[config.mk]
export PLATFORM = sky130hd
export DESIGN_NAME = rmlc_lock
export DESIGN_NICKNAME = d
export VERILOG_FILES = /design/src/rmlc_map_mem.v /design/src/rmlc_lock.v
export VERILOG_INCLUDE_DIRS = /design/src
export SDC_FILE = /design/constraint.sdc
export NUM_CORES = 2
export LEC_CHECK = 0
export BUFFER_PORTS_ARGS = -buffer_cell sky130_fd_sc_hd__buf_2
export CAP_MARGIN = 30
export CORE_ASPECT_RATIO = 0.5
export CORE_MARGIN = 8
export CORE_UTILIZATION = 40
export CTS_CLUSTER_DIAMETER = 200
export DETAILED_ROUTE_END_ITERATION = 16
export SETUP_SLACK_MARGIN = 0.15
export SYNTH_ARGS = -nofsm -noshare
export SYNTH_HDL_FRONTEND = slang
export SYNTH_SLANG_ARGS = --single-unit
export TNS_END_PERCENT = 50
[constraint.sdc]
create_clock -name clk_in -period 2.2 [get_ports clk_in]
set_input_delay 0.44 -clock clk_in [delete_from_list [all_inputs] [get_ports clk_in]]
set_output_delay 0.44 -clock clk_in [all_outputs]
set_load 0.005 [all_outputs]
[src/rmlc_defs.vh]
// register map lock and checksum constants
// assumes inclusion by the lock block; the map memory takes its sizes as parameters instead
`ifndef RMLC_DEFS_VH
`define RMLC_DEFS_VH
`define RMLC_ADDR_W        5
`define RMLC_DATA_W        24
`define RMLC_SEC_ADDR      5'h1f
`define RMLC_KEY_HI        23
`define RMLC_KEY_LO        16
`define RMLC_SUM_HI        15
`define RMLC_SUM_LO        0
`define RMLC_KEY_UNLOCK    8'ha5
`define RMLC_SUM_RESET     16'h0000
`define RMLC_CRC_POLY      16'h8005
`define RMLC_CRC_SEED      16'h0000
`define RMLC_SUM_PERIOD    21
`define RMLC_SUM_FIRST     5'h00
`define RMLC_SUM_LAST      5'h1e
`endif

[src/rmlc_map_mem.v]
// register storage for the writable part of the map, 31 words of 24 bits
// assumes one write and two registered reads per clock; contents clear at reset
`timescale 1ns/1ps
module rmlc_map_mem #(
  parameter AW    = 5,
  parameter DW    = 24,
  parameter DEPTH = 31
) (
  input  wire          clk_in,
  input  wire          rst_n_in,
  input  wire          wr_en_in,
  input  wire [AW-1:0] wr_addr_in,
  input  wire [DW-1:0] wr_data_in,
  input  wire [AW-1:0] rd_addr_in,
  output reg  [DW-1:0] rd_data_out,
  input  wire [AW-1:0] scan_addr_in,
  output reg  [DW-1:0] scan_data_out
);
  reg [DW-1:0] mem_q [0:DEPTH-1];
  integer i;

  // storage write and registered read ports
  always @(posedge clk_in or negedge rst_n_in)
  begin
    if (!rst_n_in)
    begin
      for (i = 0; i < DEPTH; i = i + 1)
        mem_q[i] <= {DW{1'b0}};
      rd_data_out   <= {DW{1'b0}};
      scan_data_out <= {DW{1'b0}};
    end
    else
    begin
      if (wr_en_in && (wr_addr_in < DEPTH))
        mem_q[wr_addr_in] <= wr_data_in;
      rd_data_out   <= (rd_addr_in < DEPTH) ? mem_q[rd_addr_in] : {DW{1'b0}};
      scan_data_out <= (scan_addr_in < DEPTH) ? mem_q[scan_addr_in] : {DW{1'b0}};
    end
  end
endmodule

[src/rmlc_lock.v]
// register map lock with 8-bit key and continuous 16-bit map checksum
// assumes a serial front end that gives one-cycle write and read strobes
// Operation
// the security word holds the key in bits 23..16 and the checksum in 15..0.
// with the key at a5, its reset value, every register takes writes.
// with the key at a5 the checksum reads 0000 and the checksum interrupt is cleared.
// with the key at a5 no checksum is computed.
// with any other key only the security register takes writes.
// while locked, reads of other registers return undefined contents.
// while locked the checksum runs without stop and raises its interrupt only if enabled.
// the host unlocks with a5 before writing any other register.
// while locked the checksum field is refreshed every 21 master clock periods.
// the checksum is a crc-16 over the writable part of the map.
// polynomial 8005, msb first, zero seed, registers 00..1e each 24 bits msb first.
`timescale 1ns/1ps
`include "rmlc_defs.vh"
module rmlc_lock #(
  parameter SUM_PERIOD = `RMLC_SUM_PERIOD
) (
  input  wire        clk_in,
  input  wire        rst_n_in,
  input  wire        wr_en_in,
  input  wire [4:0]  wr_addr_in,
  input  wire [23:0] wr_data_in,
  input  wire        rd_en_in,
  input  wire [4:0]  rd_addr_in,
  output reg  [23:0] rd_data_out,
  output reg         rd_valid_out,
  input  wire        sum_irq_en_in,
  output wire        locked_out,
  output reg         sum_irq_out
);
  localparam        ST_IDLE   = 3'b001;
  localparam        ST_FILL   = 3'b010;
  localparam        ST_RUN    = 3'b100;
  localparam [31:0] PERIOD_M1 = SUM_PERIOD - 1; // tick counter is 5 bits, period up to 32

  reg  [7:0]  key_q;
  reg  [15:0] sum_q;
  reg  [15:0] acc_q;
  reg  [15:0] acc_d;
  reg  [15:0] done_q;
  reg  [15:0] ref_q;
  reg  [2:0]  state_q;
  reg  [4:0]  scan_q;
  reg  [4:0]  pos_q;
  reg  [4:0]  tick_q;
  reg         rd_sec_q;
  reg         rd_pend_q;
  wire [23:0] mem_rd;
  wire [23:0] mem_scan;
  wire        unlocked;
  wire        map_wr;
  wire        pass_end;
  wire        tick_end;

  // crc-16 step over one 24-bit word, msb first
  // poly 8005, msb first
  function [15:0] crc_word;
    input [15:0] crc;
    input [23:0] word;
    integer k;
    reg [15:0] c;
    begin
      c = crc;
      for (k = 23; k >= 0; k = k - 1)
        c = (c[15] ^ word[k]) ? ((c << 1) ^ `RMLC_CRC_POLY) : (c << 1);
      crc_word = c;
    end
  endfunction

  // lock state decoded from the key
  assign unlocked   = (key_q == `RMLC_KEY_UNLOCK);
  assign locked_out = ~unlocked;
  // map write gate
  // locked writes dropped
  assign map_wr = wr_en_in && unlocked && (wr_addr_in != `RMLC_SEC_ADDR);

  rmlc_map_mem #(
    .AW    (5),
    .DW    (24),
    .DEPTH (31)
  ) u_mem (
    .clk_in        (clk_in),
    .rst_n_in      (rst_n_in),
    .wr_en_in      (map_wr),
    .wr_addr_in    (wr_addr_in),
    .wr_data_in    (wr_data_in),
    .rd_addr_in    (rd_addr_in),
    .rd_data_out   (mem_rd),
    .scan_addr_in  (scan_q),
    .scan_data_out (mem_scan)
  );

  // key register, always writable
  always @(posedge clk_in or negedge rst_n_in)
  begin
    if (!rst_n_in)
      key_q <= `RMLC_KEY_UNLOCK;
    else if (wr_en_in && (wr_addr_in == `RMLC_SEC_ADDR))
      key_q <= wr_data_in[`RMLC_KEY_HI:`RMLC_KEY_LO];
  end

  // wrap points of the word pipeline and the refresh counter
  assign pass_end = (pos_q == `RMLC_SUM_LAST);
  assign tick_end = (tick_q == PERIOD_M1[4:0]);

  // crc of fetched word
  // reseeded whenever the word in flight is the first of the map
  always @*
  begin
    acc_d = crc_word((pos_q == `RMLC_SUM_FIRST) ? `RMLC_CRC_SEED : acc_q, mem_scan);
  end

  // checksum sequencer: one map word per cycle, field refreshed every SUM_PERIOD cycles
  // a full pass takes 31 cycles, longer than the refresh period; the map is frozen
  // while locked, so each refresh publishes the last full pass and stays exact
  always @(posedge clk_in or negedge rst_n_in)
  begin
    if (!rst_n_in)
    begin
      state_q     <= ST_IDLE;
      scan_q      <= `RMLC_SUM_FIRST;
      pos_q       <= `RMLC_SUM_FIRST;
      tick_q      <= 5'h00;
      acc_q       <= `RMLC_CRC_SEED;
      done_q      <= `RMLC_SUM_RESET;
      sum_q       <= `RMLC_SUM_RESET;
      ref_q       <= `RMLC_SUM_RESET;
      sum_irq_out <= 1'b0;
    end
    else if (unlocked)
    begin
      // field and interrupt cleared
      // no computation when open
      state_q     <= ST_IDLE;
      scan_q      <= `RMLC_SUM_FIRST;
      pos_q       <= `RMLC_SUM_FIRST;
      tick_q      <= 5'h00;
      acc_q       <= `RMLC_CRC_SEED;
      done_q      <= `RMLC_SUM_RESET;
      sum_q       <= `RMLC_SUM_RESET;
      ref_q       <= `RMLC_SUM_RESET;
      sum_irq_out <= 1'b0;
    end
    else
    begin
      // scan address walks 00..1e and wraps; pos_q names the word now in mem_scan
      scan_q <= (scan_q == `RMLC_SUM_LAST) ? `RMLC_SUM_FIRST : scan_q + 5'h01;
      pos_q  <= scan_q;
      // accumulate without stop
      acc_q  <= acc_d;
      // fixed refresh period
      tick_q <= tick_end ? 5'h00 : tick_q + 5'h01;
      case (state_q)
        ST_IDLE:
          state_q <= ST_FILL;
        ST_FILL:
        begin
          // first full pass sets the interrupt reference; no refresh before it
          if (pass_end)
          begin
            done_q  <= acc_d;
            ref_q   <= acc_d;
            state_q <= ST_RUN;
          end
        end
        ST_RUN:
        begin
          if (pass_end)
            done_q <= acc_d;
          // publish, flag if enabled
          if (tick_end)
          begin
            sum_q <= done_q;
            if (sum_irq_en_in && (done_q != ref_q))
              sum_irq_out <= 1'b1;
          end
        end
        default:
          state_q <= ST_IDLE;
      endcase
    end
  end

  // read path: one cycle after the strobe
  always @(posedge clk_in or negedge rst_n_in)
  begin
    if (!rst_n_in)
    begin
      rd_sec_q  <= 1'b0;
      rd_pend_q <= 1'b0;
    end
    else
    begin
      rd_pend_q <= rd_en_in;
      rd_sec_q  <= (rd_addr_in == `RMLC_SEC_ADDR);
    end
  end

  // read data mux
  always @(posedge clk_in or negedge rst_n_in)
  begin
    if (!rst_n_in)
    begin
      rd_data_out  <= 24'h000000;
      rd_valid_out <= 1'b0;
    end
    else
    begin
      rd_valid_out <= rd_pend_q;
      if (rd_pend_q)
      begin
        // security word layout
        if (rd_sec_q)
          rd_data_out <= {key_q, unlocked ? `RMLC_SUM_RESET : sum_q};
        // locked reads undefined
        else if (!unlocked)
          rd_data_out <= 24'hffffff;
        else
          rd_data_out <= mem_rd;
      end
    end
  end
endmodule

After elaboration in Yosys (flattened, before gate mapping)
Cells that the tools add are included.
{"block": "classes", "muxes": 60, "n_bitwise": 52, "n_lt_le_gt_ge": 7, "addsub": 2, "n_eq_ne": 13, "reduce_logical": 19}
{"operator": "bitwise mux 744 bit", "n": 1}
{"operator": "two-way mux 16 bit", "n": 35}
{"operator": "binary-select mux 24 bit (select 5 bit)", "n": 2}
{"operator": "two-way mux 24 bit", "n": 9}
{"operator": "demux 24 bit (select 5 bit)", "n": 1}
{"operator": "inverter 3 bit", "n": 24}
{"operator": "== test 5 bit, second input constant", "n": 5}
{"operator": "two-way mux 5 bit", "n": 5}
{"operator": "XOR 1 bit", "n": 24}
{"operator": "greater-or-equal comparator 6 bit, second input constant", "n": 3}
{"operator": "inverter 5 -> 6 bit", "n": 3}
{"operator": "inequality test 16 bit", "n": 1}
{"operator": "less-than comparator 5 bit, second input constant", "n": 3}
{"operator": "nonzero test 2 bit", "n": 6}
{"operator": "adder 5 x 1 -> 5 bit, second input constant", "n": 2}
{"operator": "case mux 3 bit (3 select lines)", "n": 1}
{"operator": "== test 8 bit, second input constant", "n": 1}
{"operator": "AND reduction 2 bit", "n": 4}
{"operator": "logical AND 1 bit", "n": 6}
{"operator": "less-than comparator 6 x 1 -> 1 bit, second input constant", "n": 1}
{"operator": "two-way mux 3 bit", "n": 2}
{"operator": "logical NOT 5 bit", "n": 1}
{"operator": "inequality test 5 bit, second input constant", "n": 1}
{"operator": "two-way mux 1 bit", "n": 4}
{"operator": "8 further kinds", "n": 8}
{"block": "word_totals", "regBits": 910, "input_bits": 39, "output_inout_bits": 27}

Longest topological paths before layout
{"block": "logic_depth", "word_depth": 53, "depth_mapped": 10, "ltp_nobuf": 7}

By module
Synthesis repeated with hierarchy kept, for this count alone.
{"block": "hier_totals", "hier_cells": 3304, "hier_area_um2": 46962.5}
{"mod": "rmlc_map_mem", "seq_area_each_um2": 19819.0, "cells_per_inst": 2714, "instances": 1, "area_each_um2": 40991.8}
{"mod": "rmlc_lock", "seq_area_each_um2": 2959.1, "cells_per_inst": 590, "instances": 1, "area_each_um2": 5970.7}

Least setup slack after synthesis
OpenSTA, ideal clock, no wires.
{"block": "synth_path", "path_type": "input to register", "startpoint": "input port rd_addr_in[1]", "endpoint": "register u_mem.rd_data_out[22]", "path_stages": 6, "slack_ns": -0.334, "t_arrival_ns": 2.409, "path_buffers": 3, "cell_sequence": "clkbuf_1 > clkbuf_1 > buf_1 > mux4_2 > mux4_2 > mux2_2"}
{"block": "synth_between", "elab_chain_len": 5, "elab_cells_between_ends": 6, "cone_classes": "order compare: 1; mux: 4; bitwise: 1"}
{"item": "start: declaration", "line_no": "rmlc_lock.v:26", "text": "input wire [4:0] rd_addr_in,"}
{"item": "inverter 5 -> 6 bit (not written as such)", "line_no": "rmlc_map_mem.v:36", "text": "rd_data_out <= (rd_addr_in < DEPTH) ? mem_q[rd_addr_in] : {DW{1'b0}};"}
{"item": "binary-select mux 24 bit (select 5 bit)", "line_no": "rmlc_map_mem.v:36"}
{"item": "two-way mux 24 bit (not written as such) (2 in a row)", "line_no": "rmlc_map_mem.v:36"}
{"item": "two-way mux 24 bit (*)", "line_no": "rmlc_map_mem.v:36"}
{"item": "end signal: assignment", "line_no": "rmlc_map_mem.v:29", "text": "rd_data_out <= {DW{1'b0}};"}
{"item": "end signal: assignment", "line_no": "rmlc_map_mem.v:36"}
{"item": "end: declaration", "line_no": "rmlc_map_mem.v:15", "text": "output reg [DW-1:0] rd_data_out,"}
Mark *: on every way between the ends. The rest lies on a longest branch, timed or not. The select of a mux whose other input is x is not followed.
A chain may end at the register's enable or synchronous reset.

Worst setup path in the final report
{"block": "layout_path", "startpoint": "register key_q[2]", "endpoint": "register u_mem.mem_q[23] (netlist bit)"}
{"block": "layout_between", "elab_chain_len": 4}
{"item": "start: declaration", "line_no": "rmlc_lock.v:38", "text": "reg [7:0] key_q;"}
{"item": "start signal: assignment", "line_no": "rmlc_lock.v:99", "text": "key_q <= `RMLC_KEY_UNLOCK;"}
{"item": "start signal: assignment", "line_no": "rmlc_lock.v:101", "text": "key_q <= wr_data_in[`RMLC_KEY_HI:`RMLC_KEY_LO];"}
{"item": "== test 8 bit (no line)"}
{"item": "logical AND 1 bit (2 in a row)", "line_no": "rmlc_lock.v:77", "text": "assign map_wr = wr_en_in && unlocked && (wr_addr_in != `RMLC_SEC_ADDR);"}
{"item": "logical AND 1 bit", "line_no": "rmlc_map_mem.v:34", "text": "if (wr_en_in && (wr_addr_in < DEPTH))"}
{"item": "end signal: indexed assignment", "line_no": "rmlc_map_mem.v:28", "text": "mem_q[i] <= {DW{1'b0}};"}
{"item": "end signal: indexed assignment", "line_no": "rmlc_map_mem.v:35", "text": "mem_q[wr_addr_in] <= wr_data_in;"}
{"item": "end: declaration", "line_no": "rmlc_map_mem.v:19", "text": "reg [DW-1:0] mem_q [0:DEPTH-1];"}
No other way between the ends.

==> out/qor.txt <==
Clock skew -> 0.0255 ns
Kind of critical path -> reg -> reg
Seq pwr share -> 35.2%
Internal power -> 0.0355 W
EDFF count, synth -> 0
Worst min-delay path category -> in -> async
Status -> complete, but fails checks
Non-Filler Instances -> 5172
CTS Buf Count -> 91
Die Span Y -> 258 µm
Req. time, crit path -> 2.76 ns
Max_cap viols -> 0
Sink Count -> 910
Syn_nets -> 3295
H-tree levels -> 3
#FFs+latches synth -> 910
Synth top cells by count -> 917 x mux2_2, 905 x dfrtp_1, 358 x mux4_2
Final Wtd Congestion -> 0.870
CTS max path bufs -> 3
Top-level I/O count -> 66
Die Width -> 500 µm
Setup violations, final -> 721
Synth Cell Area -> 0.0468 mm²
First-pass iteration count of the detailed router -> 5
Post-synthesis sequential area ratio -> 48.7%
Core Footprint -> 0.116 mm²
Net Sw Power -> 0.0172 W
F_max -> 360 MHz
Total Routing Usage GR -> 24.5%
Row count -> 88
Max Transition Viols Final -> 0
Fin crit period -> 2.78 ns
Top-count cell post-synth -> mux2_2
Pin count of the biggest net entering global routing -> 103
DRT iter0 DRCs -> 3283
Die area -> 0.129 mm²
Cell area power density -> 911 mW/mm²
Synth top area share -> 48.4%
Synth async-reset ratio -> 100%
Final layout net count -> 3607
Critical Path AT -> 3.34 ns
Area growth, synth to finish -> 23.5%
Final hold vios -> 0
Area leader, netlist -> dfrtp_1
Avg Synthesized Cell Area -> 14.4 µm²
Mapped Cells -> 3252
Total power draw -> 0.0526 W
CP Max Fanout -> 11
CP Capture Type -> flip-flop
ANT nets after route -> 0
Wire per inst -> 31.4 µm
Port-buffer cells -> 65
Hold_ws -> 0.256 ns
Half-perimeter wire length after placement -> 102 mm
RSZ-0062 raised after global routing -> yes
Starting Density -> 40.5%
DR vias -> 31800
CTS tree -> done
Period utilization -> 126%
CP Launch Type -> flip-flop
Via/cell ratio -> 6.15
Share of layout cells above drive strength 1 -> 55.3%
Combinational fraction of design power -> 33.0%
Clock power share -> 31.7%
Slew headroom -> 37.3%
First-pass GRT wire length -> 234 mm
Cell count after placement -> 4929
P_leak -> 27.1 nW
Clk slew on worst S/H paths -> 0.06 ns
Util after Layout -> 50.0%
Fill cells -> 9647
Grt total ovfl -> 0
Vias in the first global route -> 32600
Drt drc -> 0
Initial antenna violation count -> 17
Synth cell types -> 47
Root Driver -> clkbuf_16
Post-route setup slack -> -0.579 ns
Switching Fraction -> 32.6%
Clk_lat worst skew -> 0.69 ns
Main area contributors after synthesis -> dfrtp_1 48%, mux2_2 22%, mux4_2 17%
R2R Setup Slk -> -0.58 ns
Failing checks -> setup timing
Worst VDD drop -> 0.947 mV
Total routed wirelength -> 162 mm
Worst Max-Slew Pin Slew -> 0.938 ns
Primary FF master, synth -> dfrtp_1
Yosys warnings -> 0
## metrics by stage
stage	setup slack, ns	TNS, ns	area, µm²
5_1_grt	-0.622	-313.70	57800
2_1_floorplan	-0.00854	-0.204	47400
3_3_place_gp	-0.424	-201.86	52700
6_report	-0.579	-277.60	57800
3_5_place_dp	-0.422	-196.51	52700
4_1_cts	-0.558	-277.88	57400
## layer usage
| layer | part of all wire, % | track usage [%] |
|---|---|---|
| met4 | 3.9 | 8.50 |
| met5 | 0.062 | 0 |
| met3 | 10 | 7.04 |
| met2 | 43 | 36.1 |
| met1 | 43 | 34.8 |
## area by class of cell
class                   count  area [µm²]  share of cell area, %
repair buffers            527        6610                   11.4
flip-flops and latches    910       22800                   39.5
clock buffers             131        2700                   4.68
diodes                      4        10.0                 0.0173
clock inverters            36         479                  0.829
well taps                1530        1910                   3.31
multi-input cells        2023       23200                   40.2
inverters                  11        57.6                 0.0996
## kinds of logic after synthesis
family          synth area share [%]
flops                           48.7
simple gates                    3.44
compound gates                  2.55
buf+inv                         2.73
xor+xnor                        2.01
mux                             40.5
fa+ha+maj                      0.107
## registers in the layout (all words and copies together) (netlist names), 8 cells and up
| register | count |
|---|---|
| u_mem.mem_q | 744 |
| rd_data_out | 24 |
| u_mem.rd_data_out | 24 |
| u_mem.scan_data_out | 24 |
| acc_q | 16 |
| done_q | 16 |
| ref_q | 16 |
| sum_q | 16 |
| key_q | 8 |
## power groups by stage
stage / clock, W / sequential [W] / combinational [W]
finish: 0.0167 / 0.0185 / 0.0174
global route: 0.0176 / 0.0186 / 0.0183
CTS: 0.0170 / 0.0185 / 0.0173
detailed placement: 0 / 0.0188 / 0.0172
global placement: 0 / 0.0188 / 0.0172
floorplan: 0 / 0.0184 / 0.00977
## repair_timing
action,in CTS,in global routing
gates cloned,27,9
hold buffers,3,0
resized for setup,100,41
pin swaps,5,2
endpoints found under the setup margin,841,874
hold endpoints to repair,32,0
setup buffers,30,2
## final timing paths
path,depth (start not counted),to,start
max in group asynchronous,4,u_mem.mem_q[623],rst_n_in
worst max register to register,13,u_mem.mem_q[23],key_q[2]
worst min register to register,1,tick_q[0],tick_q[0]
worst max-delay path,13,u_mem.mem_q[23],key_q[2]
min in group clk_in,4,rd_sec_q,rd_addr_in[2]
worst min-delay path,2,u_mem.mem_q[461],rst_n_in
## critical path, stage by stage (launching register included)
cell,delay (ns)
dfstp_2,0.53
nor4bb_4,0.31
buf_4,0.16
and2_4,0.14
buf_12,0.13
inv_16,0.04
buf_6,0.11
buf_12,0.13
nor3_4,0.18
buf_12,0.20
buf_8,0.12
nand2_8,0.08
buf_12,0.20
mux2_2,0.29
## cell usage in the layout (no fill, tap or decap), types with 6 or more instances in the layout
| cell | instances |
|---|---|
| mux2_2 | 904 |
| dfrtp_1 | 900 |
| mux4_2 | 358 |
| buf_4 | 246 |
| buf_12 | 154 |
| nand2_1 | 143 |
| clkbuf_16 | 103 |
| nor2_1 | 97 |
| a21oi_1 | 72 |
| o21ai_0 | 62 |
| buf_2 | 60 |
| mux2i_1 | 56 |
| xnor2_1 | 50 |
| o22ai_1 | 47 |
| xor2_1 | 45 |
| nor3_1 | 40 |
| buf_16 | 30 |
| clkbuf_8 | 19 |
| buf_6 | 18 |
| clkbuf_1 | 17 |
| clkinv_2 | 17 |
| a31oi_1 | 15 |
| nand2_8 | 14 |
| nand3_1 | 13 |
| mux2_4 | 13 |
| bufinv_16 | 11 |
| inv_1 | 9 |
| nand2_2 | 8 |
| buf_8 | 8 |
| o221ai_1 | 7 |
| nand2_4 | 7 |
| nor2_4 | 6 |
| and3_1 | 6 |
Power figures use the tool's default switching activity.
